`src/csar_defines.svh`:
```
// Purpose: constants for the status and converter readback registers
// Assumes: byte-wide register port, offsets as printed
// Notes:   register offsets, field positions, reset values and the nominal setting code only; no logic here
//
// Summary of operation
// - bit 4 shows type-c device attached
// - bit 3 shows legacy charger attached
// - bit 2 high when bus below safe-zero with type-c enabled
// - bit 0 high when source power applied
// - bits 5:4 give plug orientation code
// - current code scaled 116mV/256 over resistance
// - voltage code scaled 19.8V/256 at setting 000
// - temperature is 3.5 times code minus 270
// - status registers read-only, writes ignored
`ifndef CSAR_DEFINES_SVH
`define CSAR_DEFINES_SVH

// ****************************************
// register offsets
// ****************************************
`define CSAR_ADDR_STATUS0     8'h0d
`define CSAR_ADDR_STATUS1     8'h0e
`define CSAR_ADDR_CURRENT     8'h10
`define CSAR_ADDR_VOLTAGE     8'h11
`define CSAR_ADDR_TEMP        8'h12

// ****************************************
// field positions
// ****************************************
`define CSAR_BIT_TYPEC_ATT    4
`define CSAR_BIT_LEGACY_ATT   3
`define CSAR_BIT_BUS_SAFE     2
`define CSAR_BIT_SRC_POWER    0
`define CSAR_ORIENT_LSB       4
`define CSAR_STATE_LSB        0

// ****************************************
// reset values and the nominal voltage setting code
// ****************************************
`define CSAR_RST_BYTE         8'h00
`define CSAR_RST_ORIENT       2'h0
`define CSAR_RST_STATE        4'h0
`define CSAR_SETTING_NOMINAL  3'h0

`endif

```
`src/csar_pkg.sv`:
```
// Purpose: shared types for the readback registers
// Assumes: nothing beyond the defines header
// Notes:   orientation codes and the register byte type
package csar_pkg;

  typedef enum logic [1:0] {
    CSAR_ORIENT_NONE = 2'b00,
    CSAR_ORIENT_CC1  = 2'b01,
    CSAR_ORIENT_CC2  = 2'b10,
    CSAR_ORIENT_RSVD = 2'b11
  } csar_orient_e;

  typedef logic [7:0] csar_byte_t;

endpackage

```
`src/csar_readback.sv`:
```
// Purpose: read-only status and converter result registers
// Assumes: analog front end, attach and charger logic supply live values
// Notes:   byte register port; values are captured into flops once two synchronised samples agree
`timescale 1ns/1ns
`include "csar_defines.svh"
module csar_readback
  import csar_pkg::*;
(
  input  wire logic       clock,
  input  wire logic       rst,
  // live status from the attach and charger logic
  input  wire logic       typec_attached_flag,
  input  wire logic       legacy_charger_attached_flag,
  input  wire logic       bus_voltage_safe_flag,
  input  wire logic       source_power_applied_flag,
  input  wire logic [1:0] plug_orientation_field,
  input  wire logic [3:0] connection_state_field,
  input  wire logic       typec_enable,
  // converter results
  input  wire logic [7:0] load_current_code,
  input  wire logic [7:0] output_voltage_code,
  input  wire logic [7:0] die_temperature_code,
  input  wire logic [2:0] output_voltage_setting,
  // register port
  input  wire logic       reg_rd,
  input  wire logic       reg_wr,
  input  wire logic [7:0] reg_addr,
  input  wire logic [7:0] reg_wdata,
  output logic      [7:0] reg_rdata,
  output logic            reg_hit,
  output logic            voltage_scale_nominal
);

  // ****************************************
  // input synchronisation
  // ****************************************
  localparam int SW = 38;

  logic [SW-1:0] raw_in;
  logic [SW-1:0] sync_in;

  assign raw_in = {typec_attached_flag, legacy_charger_attached_flag, bus_voltage_safe_flag,
                   source_power_applied_flag, plug_orientation_field, connection_state_field,
                   typec_enable, load_current_code, output_voltage_code, die_temperature_code,
                   output_voltage_setting};

  csar_sync #(.W(SW)) u_sync (
    .clock (clock),
    .rst   (rst),
    .d     (raw_in),
    .q     (sync_in)
  );

  wire       s_typec   = sync_in[37];
  wire       s_legacy  = sync_in[36];
  wire       s_safe    = sync_in[35];
  wire       s_power   = sync_in[34];
  wire [1:0] s_orient  = sync_in[33:32];
  wire [3:0] s_state   = sync_in[31:28];
  wire       s_tc_en   = sync_in[27];
  wire [7:0] s_current = sync_in[26:19];
  wire [7:0] s_voltage = sync_in[18:11];
  wire [7:0] s_temp    = sync_in[10:3];
  wire [2:0] s_setting = sync_in[2:0];

  // ****************************************
  // word coherence
  // ****************************************
  // a word is taken only once two synchronised samples agree, so a code caught mid-change
  // never reaches software; limitation: a field that never stops moving keeps its last image
  logic [SW-1:0] hold_r;
  wire  [SW-1:0] same      = ~(sync_in ^ hold_r);
  wire           st0_still = &{same[37:34], same[27]};
  wire           st1_still = &same[33:28];
  wire           cur_still = &same[26:19];
  wire           vlt_still = &same[18:11];
  wire           tmp_still = &same[10:3];
  wire           set_still = &same[2:0];

  always_ff @(posedge clock or posedge rst) begin
    if (rst) begin
      hold_r <= '0;
    end else begin
      hold_r <= sync_in;
    end
  end

  // ****************************************
  // register images
  // ****************************************
  csar_byte_t status0_r;
  csar_byte_t status1_r;
  csar_byte_t current_r;
  csar_byte_t voltage_r;
  csar_byte_t temp_r;
  logic       nominal_r;

  csar_byte_t   status0_nxt;
  csar_byte_t   status1_nxt;
  csar_orient_e orient;

  // unused code 11 is mapped to no attach rather than shown to software
  assign orient = (s_orient == CSAR_ORIENT_RSVD) ? CSAR_ORIENT_NONE : csar_orient_e'(s_orient);

  always_comb begin
    status0_nxt = `CSAR_RST_BYTE;
    status0_nxt[`CSAR_BIT_TYPEC_ATT]  = s_typec;
    status0_nxt[`CSAR_BIT_LEGACY_ATT] = s_legacy;
    // safe indication only means something with type-c enabled
    status0_nxt[`CSAR_BIT_BUS_SAFE]   = s_safe & s_tc_en;
    status0_nxt[`CSAR_BIT_SRC_POWER]  = s_power;
    status1_nxt = `CSAR_RST_BYTE;
    status1_nxt[`CSAR_ORIENT_LSB +: 2] = orient;
    status1_nxt[`CSAR_STATE_LSB +: 4]  = s_state;
  end

  // raw codes are stored; scaling is applied by software
  always_ff @(posedge clock or posedge rst) begin
    if (rst) begin
      status0_r <= `CSAR_RST_BYTE;
      status1_r <= `CSAR_RST_BYTE;
      current_r <= `CSAR_RST_BYTE;
      voltage_r <= `CSAR_RST_BYTE;
      temp_r    <= `CSAR_RST_BYTE;
      nominal_r <= 1'b1;
    end else begin
      if (st0_still) begin
        status0_r <= status0_nxt;
      end
      if (st1_still) begin
        status1_r <= status1_nxt;
      end
      if (cur_still) begin
        current_r <= s_current;
      end
      if (vlt_still) begin
        voltage_r <= s_voltage;
      end
      if (tmp_still) begin
        temp_r    <= s_temp;
      end
      if (set_still) begin
        nominal_r <= (s_setting == `CSAR_SETTING_NOMINAL);
      end
    end
  end

  // ****************************************
  // register read port
  // ****************************************
  wire hit_s0  = (reg_addr == `CSAR_ADDR_STATUS0);
  wire hit_s1  = (reg_addr == `CSAR_ADDR_STATUS1);
  wire hit_cur = (reg_addr == `CSAR_ADDR_CURRENT);
  wire hit_vlt = (reg_addr == `CSAR_ADDR_VOLTAGE);
  wire hit_tmp = (reg_addr == `CSAR_ADDR_TEMP);
  wire hit_any = hit_s0 | hit_s1 | hit_cur | hit_vlt | hit_tmp;

  wire [7:0] rd_mux = hit_s0  ? status0_r :
                      hit_s1  ? status1_r :
                      hit_cur ? current_r :
                      hit_vlt ? voltage_r :
                      hit_tmp ? temp_r    : `CSAR_RST_BYTE;

  // writes carry no storage here; they are acknowledged and dropped
  wire       wr_dropped = reg_wr & ~reg_rd;
  wire [7:0] wr_ignored = reg_wdata;

  always_ff @(posedge clock or posedge rst) begin
    if (rst) begin
      reg_rdata             <= `CSAR_RST_BYTE;
      reg_hit               <= 1'b0;
      voltage_scale_nominal <= 1'b1;
    end else begin
      reg_rdata             <= reg_rd ? rd_mux : `CSAR_RST_BYTE;
      reg_hit               <= (reg_rd | wr_dropped) & hit_any;
      voltage_scale_nominal <= nominal_r;
    end
  end

endmodule

```
`src/csar_sync.sv`:
```
// Purpose: two-flop synchroniser for a bus of pin-level inputs
// Assumes: inputs asynchronous to clock
// Notes:   first stage feeds only the second stage
`timescale 1ns/1ns
module csar_sync #(
  parameter int W = 1
) (
  input  wire logic         clock,
  input  wire logic         rst,
  input  wire logic [W-1:0] d,
  output logic      [W-1:0] q
);

  logic [W-1:0] meta_r;

  always_ff @(posedge clock or posedge rst) begin
    if (rst) begin
      meta_r <= '0;
      q      <= '0;
    end else begin
      meta_r <= d;
      q      <= meta_r;
    end
  end

endmodule
```
`config.mk`:
```
export PLATFORM = sky130hd
export DESIGN_NAME = csar_readback
export DESIGN_NICKNAME = d
export VERILOG_FILES = /design/src/csar_pkg.sv /design/src/csar_readback.sv /design/src/csar_sync.sv
export VERILOG_INCLUDE_DIRS = /design/src
export SDC_FILE = /design/constraint.sdc
export NUM_CORES = 1
export LEC_CHECK = 0
export BUFFER_PORTS_ARGS = -buffer_cell sky130_fd_sc_hd__clkbuf_2
export CAP_MARGIN = 20
export CORE_MARGIN = 3
export CORE_UTILIZATION = 30
export CTS_CLUSTER_DIAMETER = 150
export DETAILED_ROUTE_END_ITERATION = 10
export PLACE_DENSITY_LB_ADDON = 0.3
export SLEW_MARGIN = 10
export SYNTH_ARGS = -nofsm -noshare
export SYNTH_HDL_FRONTEND = slang
export SYNTH_SLANG_ARGS = --single-unit
export TNS_END_PERCENT = 50
```
`constraint.sdc`:
```
create_clock -name clock -period 13.24 [get_ports clock]
set_input_delay 1.986 -clock clock [delete_from_list [all_inputs] [get_ports clock]]
set_output_delay 1.986 -clock clock [all_outputs]
set_load 0.05 [all_outputs]
```
After elaboration in Yosys (flattened, before gate mapping)
Index checks and enable logic that the tools add are counted.

Output and inout port bits: 10. Word-level logic and storage cells: 43. Bits of input ports: 58. Register bits: 159.

Bitwise operators: 11. Equality and inequality tests: 6. Reductions and logical operators: 7. Mux-type cells: 7.

Operator list (count): $mux 8 (6); $not 38->38 (1); $xor 38x38->38 (1); $eq 8x5->1 const B (3); $reduce_and 8->1 (3); $eq 8x4->1 const B (2); $reduce_and 6->1 (1); $or 1x1->1 (5); $reduce_and 5->1 (1); $and 1x1->1 (3); $logic_not 3->1 (1); $reduce_and 3->1 (1); $eq 2x2->1 const B (1); $mux 2 (1); $not 1->1 (1).

Longest topological paths before layout
Gate-level depths: netlist of run 1.

Depth after elaboration: 7. Depth in mapped cells: 6. Mapped depth without buffers: 4.

By module
A second synthesis of run 1 with hierarchy kept.

Cells, all modules: 325. Area total of the unflattened synthesis: 5353.9 um2.

By module, submodules not included: csar_readback (cells an instance 248, sequential area each 2079.5 um2, area an instance 3448.3 um2, instances 1); csar_sync (cells an instance 77, sequential area each 1901.8 um2, area an instance 1905.6 um2, instances 1).

Least setup slack after synthesis of run 1
No wires, ideal clock.

Kind: input -> register. From: input port reg_addr[5]. To: register reg_rdata[0]. Path buffers: 0. Data arrival time: 2873 ps. Data required time: 13117 ps. Setup slack: 10244 ps. Stages: 4. Path through: nor3_4 -> nand4b_4 -> or2_4 -> o221a_1.

Cells in the longest elaborated chain, start to end: 7.

RTL lines: from (decl) (RTL line csar_readback.sv:27) `input wire logic [7:0] reg_addr,`; $eq 8x5->1 (no source line); $mux 8 (no source line) (4 in series); $mux 8 (no source line) * (2 in series); to (signal assigned) (RTL line csar_readback.sv:170) `` reg_rdata <= `CSAR_RST_BYTE; ``; to (signal assigned) (RTL line csar_readback.sv:174) `` reg_rdata <= reg_rd ? rd_mux : `CSAR_RST_BYTE; ``; to (decl) (RTL line csar_readback.sv:29) `output logic [7:0] reg_rdata,`.

Mark *: on every way between the ends. The rest lies on a longest branch, timed or not. A chain may end at the register's enable or synchronous reset.

Worst setup path after layout of run 1
From: register voltage_scale_nominal. To: output port voltage_scale_nominal.

RTL lines: from (decl) (RTL line csar_readback.sv:31) `output logic voltage_scale_nominal`; from (signal assigned) (RTL line csar_readback.sv:176) `voltage_scale_nominal <= nominal_r;`.

No word-level cell between the ends.

==> metrics.yaml, run 1 <==
yosys:
  synth_warnings: 0
  synthArstFlopShare_pct: 100.0
  syn_area_per_cell_um2: 16.42
  syn-cell-area_mm2: 0.005304
  synth_seq_area_share_pct: 75.06
  ys_ff_latch: 159
  synth.net_count: 381
  synthesis.instances: 323
  synth_edf_count: 0
  netlist-cell-type-count: 40
  ys.flop_type: "dfrtp_1"
timing:
  setup_viol: 0
  finalCriticalPeriod_ns: 3.181
  finalCritPeriodShare_pct: 24.03
  clock_skew_ns: 0.006518
  hold_slack_ns: 0.3467
  worst_slew_margin_rel_pct: 44.09
  max_freq_mhz: 314.3
  rsz0062_at_grt: "false"
  hold_viol_final: 0
  tns_ns: 0
  slew_violations: 0
  worstMarginPinSlew_ns: 0.8386
detailed_routing:
  firstDrtPassIters: 4
  route.detailed.drc: 0
  dr_total_vias: 2661
  drt-vias-per-instance: 4.224
  drt_iter0_markers: 120
  wire_per_inst_um: 13.73
  routed_wirelength_um: 8653
  ant_nets: 0
critical_path:
  rr_worst_depth: 4
  crit_cells: 1
  critPathArrivalTime_ns: 1.20
  path_max_fanout: 1
  crit-reg2reg-launch: "u_sync.q[33]$_DFF_PP0_"
  end_kind: "output pin"
  cpPeakStageDelay_ns: 0.51
  worstSetupEndpoint: "voltage_scale_nominal"
  critical_path_buf_inv_count: 1
  path_cells: "clkbuf_2"
  criticalPathCategory: "flip-flop to output pin"
  critPathSlowestCell: "dfstp_2"
  critical_path.top_delay_family: "flip-flops"
  cp.required_ns: 11.25
  start_kind: "flip-flop"
  r2r_slack_ns: 11.62
  critPathLaunch: "voltage_scale_nominal$_DFF_PP1_"
  timing.rr.end: "status1_r[5]$_DFFE_PP0P_"
finish:
  layout-drive-gt1-share_pct: 33.90
  layout.nets: 455
  syn_to_final_growth_pct: 22.32
  final_common_cell: "dfrtp_1"
  num_antenna_cells: 0
  fin_cells: 630
  final_cell_area_mm2: 0.006487
  layout_common_cells: "dfrtp_1, clkbuf_2, mux2_2, xnor2_1, clkbuf_16"
hold_path:
  hold_depth: 0
  worstHoldPathType: "flip-flop to flip-flop"
power_and_ir_drop:
  p_int_uw: 885.2
  ir_drop_uv: 79.30
  power_leakage_nw: 2.894
  clkPwrFrac_pct: 45.0
  power.density_mw_per_mm2: 174.0
  combPwrFrac_pct: 6.0
  switching_share_pct: 21.58
  p_seq_share_pct: 49.0
  netSwitchingPower_uw: 243.6
  p_total_mw: 1.129
clock_tree:
  ctsResizeCount: 0
  cts.sinks: 159
  clkLatencyLatePin_ns: 0.42
  cts_hold_buf: 0
  cts_inserted_buffers: 17
  cts_setup_buffers: 0
  htreeDepth: 4
  cts_tree: "built"
  cts_buffer_depth: 2
  cts-root-buf: "clkbuf_16"
  clk_pin_slew_ns: 0.06
global_route:
  grt_pass1_wl_um: 14740
  grt_start_max_net_pins: 98
  grt_remaining_overflow: 0
  grt_pass1_vias: 2869
  antenna_found_initial: 0
  gr-usage-all-layers_pct: 9.866
die:
  die_h_um: 139.0
  placement_rows: 47
  fp.dieW_um: 139.0
  die-area_mm2: 0.01931
  core_area_mm2: 0.01694
  ios: 68
  initial_utilization_pct: 31.32
outcome:
  status: "completed"
placement:
  place_area_mm2: 0.005856
  hpwl_um: 5920
  io_buffers: 59
  gp_congestion: 0.7615
  dpl.cell_count: 598
job:
  cap_violations: 0
==> Yosys cell counts (2+ instances only) <==
cell / count / share of area (%)
mux2_2: 33 / 7.0
nor2_2: 3 / 0.35
nand4_1: 8 / 0.94
mux2i_1: 7 / 1.3
o221a_1: 4 / 0.85
or2_2: 3 / 0.35
nand2_1: 11 / 0.78
nor2_1: 3 / 0.21
nor3_4: 2 / 0.61
nand2b_1: 2 / 0.24
nor3_1: 3 / 0.28
o21a_1: 2 / 0.28
a21oi_1: 13 / 1.2
o21ai_0: 3 / 0.28
xnor2_1: 32 / 5.3
o31ai_1: 2 / 0.28
dfrtp_1: 157 / 74
dfstp_2: 2 / 0.99
inv_1: 5 / 0.35
nand3_1: 2 / 0.19
xor2_1: 5 / 0.83
nor2b_1: 3 / 0.35
==> metal layers <==
| layer | part of all wire [%] | GRT usage [%] | up-vias | wire (um) |
|---|---|---|---|---|
| met5 | 0 | 0 | - | 0 |
| met4 | 1.7 | 4.789 | 0 | 150 |
| met2 | 47 | 14.37 | 56 | 4059 |
| li1 | - | - | 1252 | - |
| met3 | 5.0 | 4.172 | 10 | 432 |
| met1 | 46 | 12.71 | 1343 | 4010 |
==> power groups by stage <==
stage               combinational (mW)  sequential, mW  clock [mW]
global route                    0.0760           0.558       0.549
floorplan                       0.0467           0.558           0
detailed placement              0.0687           0.563           0
finish                          0.0676           0.553       0.508
CTS                             0.0695           0.554       0.526
global placement                0.0662           0.562           0
==> registers in the layout, summed over array words and instances (netlist names) <==
register / cells
u_sync.meta_r: 38
u_sync.q: 38
hold_r: 38
reg_hit: 1
current_r: 8
reg_rdata: 8
status0_r: 4
temp_r: 8
status1_r: 6
voltage_r: 8
nominal_r: 1
voltage_scale_nominal: 1
==> cell families (layout without fill, tap and decap cells) <==
group	Yosys count	count (layout)	share of synthesized area [%]
buf+inv	10	97	0.9435
flops	159	159	75.06
mux	40	40	8.328
xor+xnor	37	37	6.110
simple gates	49	49	6.063
compound gates	28	28	3.491
==> area by class of cell <==
type / count / area, um^2
Fill cell: 1603 / 10450
Sequential cell: 159 / 3981
Multi-Input combinational cell: 154 / 1272
Clock buffer: 20 / 446.7
Timing Repair Buffer: 60 / 302.8
Tap cell: 220 / 275.3
Clock inverter: 12 / 185.2
Inverter: 5 / 23.77
==> per-stage QoR <==
| stage | util [%] | setup WS (ns) |
|---|---|---|
| 2_1_floorplan | - | 6.966 |
| 3_3_place_gp | 34.57 | 9.744 |
| 3_5_place_dp | 34.57 | 9.685 |
| 4_1_cts | 38.31 | 10.02 |
| 5_1_grt | 38.31 | 9.960 |
| 6_report | 38.31 | 10.06 |
==> worst min path at each step <==
| stage | to | start |
|---|---|---|
| 2_1_floorplan | u_sync.q[0]$_DFF_PP0_ | u_sync.meta_r[0]$_DFF_PP0_ |
| 3_3_place_gp | u_sync.q[2]$_DFF_PP0_ | u_sync.meta_r[2]$_DFF_PP0_ |
| 3_5_place_dp | u_sync.q[13]$_DFF_PP0_ | u_sync.meta_r[13]$_DFF_PP0_ |
| 4_1_cts | u_sync.q[13]$_DFF_PP0_ | u_sync.meta_r[13]$_DFF_PP0_ |
| 5_1_grt | u_sync.q[0]$_DFF_PP0_ | u_sync.meta_r[0]$_DFF_PP0_ |
| 6_report | u_sync.q[13]$_DFF_PP0_ | u_sync.meta_r[13]$_DFF_PP0_ |
Note: power is estimated with default switching activity, not from simulation.
==> run 2: changes to the inputs <==
Settings changed: ABC_AREA set to 1.
Clock period 13.24 ns to 2.75 ns, I/O delays scaled along.
==> metrics.yaml, run 2 <==
finish:
  layout-drive-gt1-share_pct: 24.39  # was 33.90%
  top_regs: "hold_r (38), u_sync.meta_r (38), u_sync.q (38)"  # unchanged
  multi_input_area_mm2: 0.001325  # was 0.001272 mm^2
  fin_cells: 754  # was 630
  final_common_cell: "dfrtp_1"  # unchanged
  num-fill-cells: 1736  # was 1603
  layout_common_cells: "dfrtp_1, nand2_1, clkbuf_2, inv_1, nand3_1"  # was dfrtp_1, clkbuf_2, mux2_2, xnor2_1, clkbuf_16
  layout.nets: 574  # was 455
  regArea_mm2: 0.003981  # unchanged
  syn_to_final_growth_pct: 20.72  # was 22.32%
  num_antenna_cells: 0  # unchanged
yosys:
  yosys.area_share.simple_pct: 13.59  # was 6.063%
  synth.net_count: 496  # was 381
  netlist-cell-type-count: 30  # was 40
  synthXorXnorAreaFrac_pct: 5.559  # was 6.110%
  synth_area_leaders: "dfrtp_1, nand2_1, xnor2_1, inv_1, nand3_1"  # was dfrtp_1, mux2_2, xnor2_1, mux2i_1, a21oi_1
  synthTopCellsByCount: "dfrtp_1, nand2_1, inv_1"  # was dfrtp_1, mux2_2, xnor2_1
  syn_area_per_cell_um2: 12.59  # was 16.42 um^2
  yosys.area.top_type: "dfrtp_1"  # unchanged
  ys_ff_latch: 159  # unchanged
  ys.flop_type: "dfrtp_1"  # unchanged
  synth_warnings: 0  # unchanged
  synth-compound-area-share_pct: 4.879  # was 3.491%
  synth_top_area_share_pct: 71.25  # was 74.07%
  synthesis.instances: 438  # was 323
  synthArstFlopShare_pct: 100.0  # unchanged
  syn-cell-area_mm2: 0.005514  # was 0.005304 mm^2
  synth_edf_count: 0  # unchanged
  synth_top_family_by_area: "simple AND/OR/NAND/NOR gates"  # was multiplexers
  yosysMostFrequentCell: "dfrtp_1"  # unchanged
  synthAdderAreaFrac_pct: 0  # unchanged
  synth_seq_area_share_pct: 72.20  # was 75.06%
  synth.area.mux_share_pct: 0  # was 8.327%
power_and_ir_drop:
  combPwrFrac_pct: 6.1  # was 6.0%
  switching_share_pct: 22.98  # was 21.58%
  ir_drop_uv: 435.4  # was 79.30 uV
  p_int_mw: 3.934  # was 885.2 uW
  power.density_mw_per_mm2: 767.4  # was 174.0 mW/mm^2
  clkPwrFrac_pct: 42.1  # was 45.0%
  power_leakage_nw: 3.269  # was 2.894 nW
  p_seq_share_pct: 51.8  # was 49.0%
  p_total_mw: 5.108  # was 1.129 mW
  netSwitchingPower_mw: 1.174  # was 243.6 uW
global_route:
  grt_pass1_vias: 3300  # was 2869
  grt_start_max_net_pins: 82  # was 98
  antenna_found_initial: 0  # unchanged
  gr-usage-all-layers_pct: 10.21  # was 9.866%
  grt_pass1_wl_um: 15990  # was 14740 um
  grt_remaining_overflow: 0  # unchanged
timing:
  setup_viol: 0  # unchanged
  max_freq_mhz: 618.2
  finalCritPeriodShare_pct: 58.82
  hold_viol_final: 0  # unchanged
  clock_skew_ns: 0.01104  # was 0.006518 ns
  hold_slack_ns: 0.09791  # was 0.3467 ns
  worst_slew_margin_rel_pct: 67.80  # was 44.09%
  worstMarginPinSlew_ns: 0.4818  # was 0.8386 ns
  tns_ns: 0  # unchanged
  slew_violations: 0  # unchanged
  finalCriticalPeriod_ns: 1.618
  setup_ws_ns: 1.132  # was 10.06 ns
  rsz0062_at_grt: "false"  # unchanged
clock_tree:
  cts_tree: "built"  # unchanged
  htreeDepth: 4  # unchanged
  cts_buffer_depth: 2  # unchanged
  cts.sinks: 159  # unchanged
  ctsResizeCount: 0  # unchanged
  cts-root-buf: "clkbuf_16"  # unchanged
  clk_pin_slew_ns: 0.06  # about the same
  cts_inserted_buffers: 17  # unchanged
  clkLatencyLatePin_ns: 0.42  # about the same
  cts_setup_buffers: 0  # unchanged
critical_path:
  end_kind: "flip-flop"  # was output pin
  r2r_slack_ns: 1.13  # was 11.62 ns
  cp.required_ns: 3.04  # was 11.25 ns
  path_max_fanout: 16  # was 1
  criticalPathCategory: "flip-flop to flip-flop"  # was flip-flop to output pin
  critPathArrivalTime_ns: 1.91  # was 1.20 ns
  start_kind: "flip-flop"  # unchanged
die:
  fp.dieW_um: 141.6  # was 139.0 um
  placement_rows: 48  # was 47
  initial_utilization_pct: 31.23  # was 31.32%
  die-area_mm2: 0.02004  # was 0.01931 mm^2
  ios: 68  # unchanged
  die_h_um: 141.6  # was 139.0 um
  core_area_mm2: 0.01766  # was 0.01694 mm^2
placement:
  dpl.cell_count: 721  # was 598
  gp_congestion: 0.7654  # was 0.7615
  io_buffers: 59  # unchanged
  dpl_worst_slack_ns: 1.131  # was 9.685 ns
  hpwl_um: 6365  # was 5920 um
hold_path:
  worstHoldPathType: "primary input to flip-flop"  # was flip-flop to flip-flop
detailed_routing:
  drt-vias-per-instance: 4.088  # was 4.224
  route.detailed.drc: 0  # unchanged
  wire_per_inst_um: 12.22  # was 13.73 um
  dr_total_vias: 3082  # was 2661
  routed_wirelength_um: 9212  # was 8653 um
  ant_nets: 0  # unchanged
  drt_iter0_markers: 180  # was 120
  firstDrtPassIters: 4  # unchanged
job:
  cap_violations: 0  # unchanged
outcome:
  status: "completed"  # unchanged
[run 2: worst paths after layout]
kind / start / endpoint / cells past startpoint
max: u_sync.q[5]$_DFF_PP0_ / temp_r[7]$_DFFE_PP0P_ / 6
max in group asynchronous: rst / reg_hit$_DFF_PP0_ / 4
min: load_current_code[1] / u_sync.meta_r[20]$_DFF_PP0_ / 1
max reg2reg: u_sync.q[5]$_DFF_PP0_ / temp_r[7]$_DFFE_PP0P_ / 6
min in group asynchronous: rst / u_sync.q[22]$_DFF_PP0_ / 3
min reg2reg: u_sync.meta_r[22]$_DFF_PP0_ / u_sync.q[22]$_DFF_PP0_ / 0
[run 2: final cells by class]
type,instances,area share (%)
clock buffer,23,6.880
clock inverter,9,1.335
tap,225,4.229
inverter,44,2.538
sequential,159,59.81
multi-input combinational,231,19.91
timing repair buffer,63,5.301
[run 2: metrics by stage]
| stage | area (um^2) | utilization, % |
|---|---|---|
| floorplan | 5518 | - |
| CTS | 6656 | 37.70 |
| finish | 6656 | 37.70 |
| global route | 6656 | 37.70 |
| detailed placement | 6100 | 34.55 |
| global placement | 6100 | 34.55 |
[run 2: timing repair]
action                                  4_1_cts  5_1_grt
hold buffers                                  1        0
endpoints found under the setup margin        0        0
endpoints found under the hold margin        15        0
[run 2: power groups by stage]
| stage | clock network (mW) | registers [mW] | logic (mW) |
|---|---|---|---|
| final | 2.15 | 2.65 | 0.312 |
| after global routing | 2.34 | 2.67 | 0.362 |
| after CTS | 2.22 | 2.65 | 0.323 |
| after detailed placement | 0 | 2.69 | 0.320 |
| after global placement | 0 | 2.68 | 0.309 |
| after floorplan | 0 | 2.66 | 0.222 |
[run 2: cells by family (layout without fill, tap and decap cells)]
group | after synthesis | after routing
XOR/XNOR | 35 | 35
AO/OA/AOI/OAI | 40 | 40
buffers and inverters | 48 | 139
AND/OR/NAND/NOR | 156 | 156
flip-flops | 159 | 159
[run 2: worst max-delay path: stages, from the launching register on]
cell	delay, ns
dfrtp_1	0.41
xnor2_1	0.16
nand2_1	0.07
nor2_1	0.16
nand4_2	0.40
nand2_1	0.22
o21ai_2	0.07
[run 2: metal layers]
metal	vias to the layer above	track usage, %	routed length, um
met5	-	0	0
met4	0	4.091	112
met3	9	4.483	543
met2	62	14.38	4018
met1	1472	13.84	4537
li1	1539	-	-
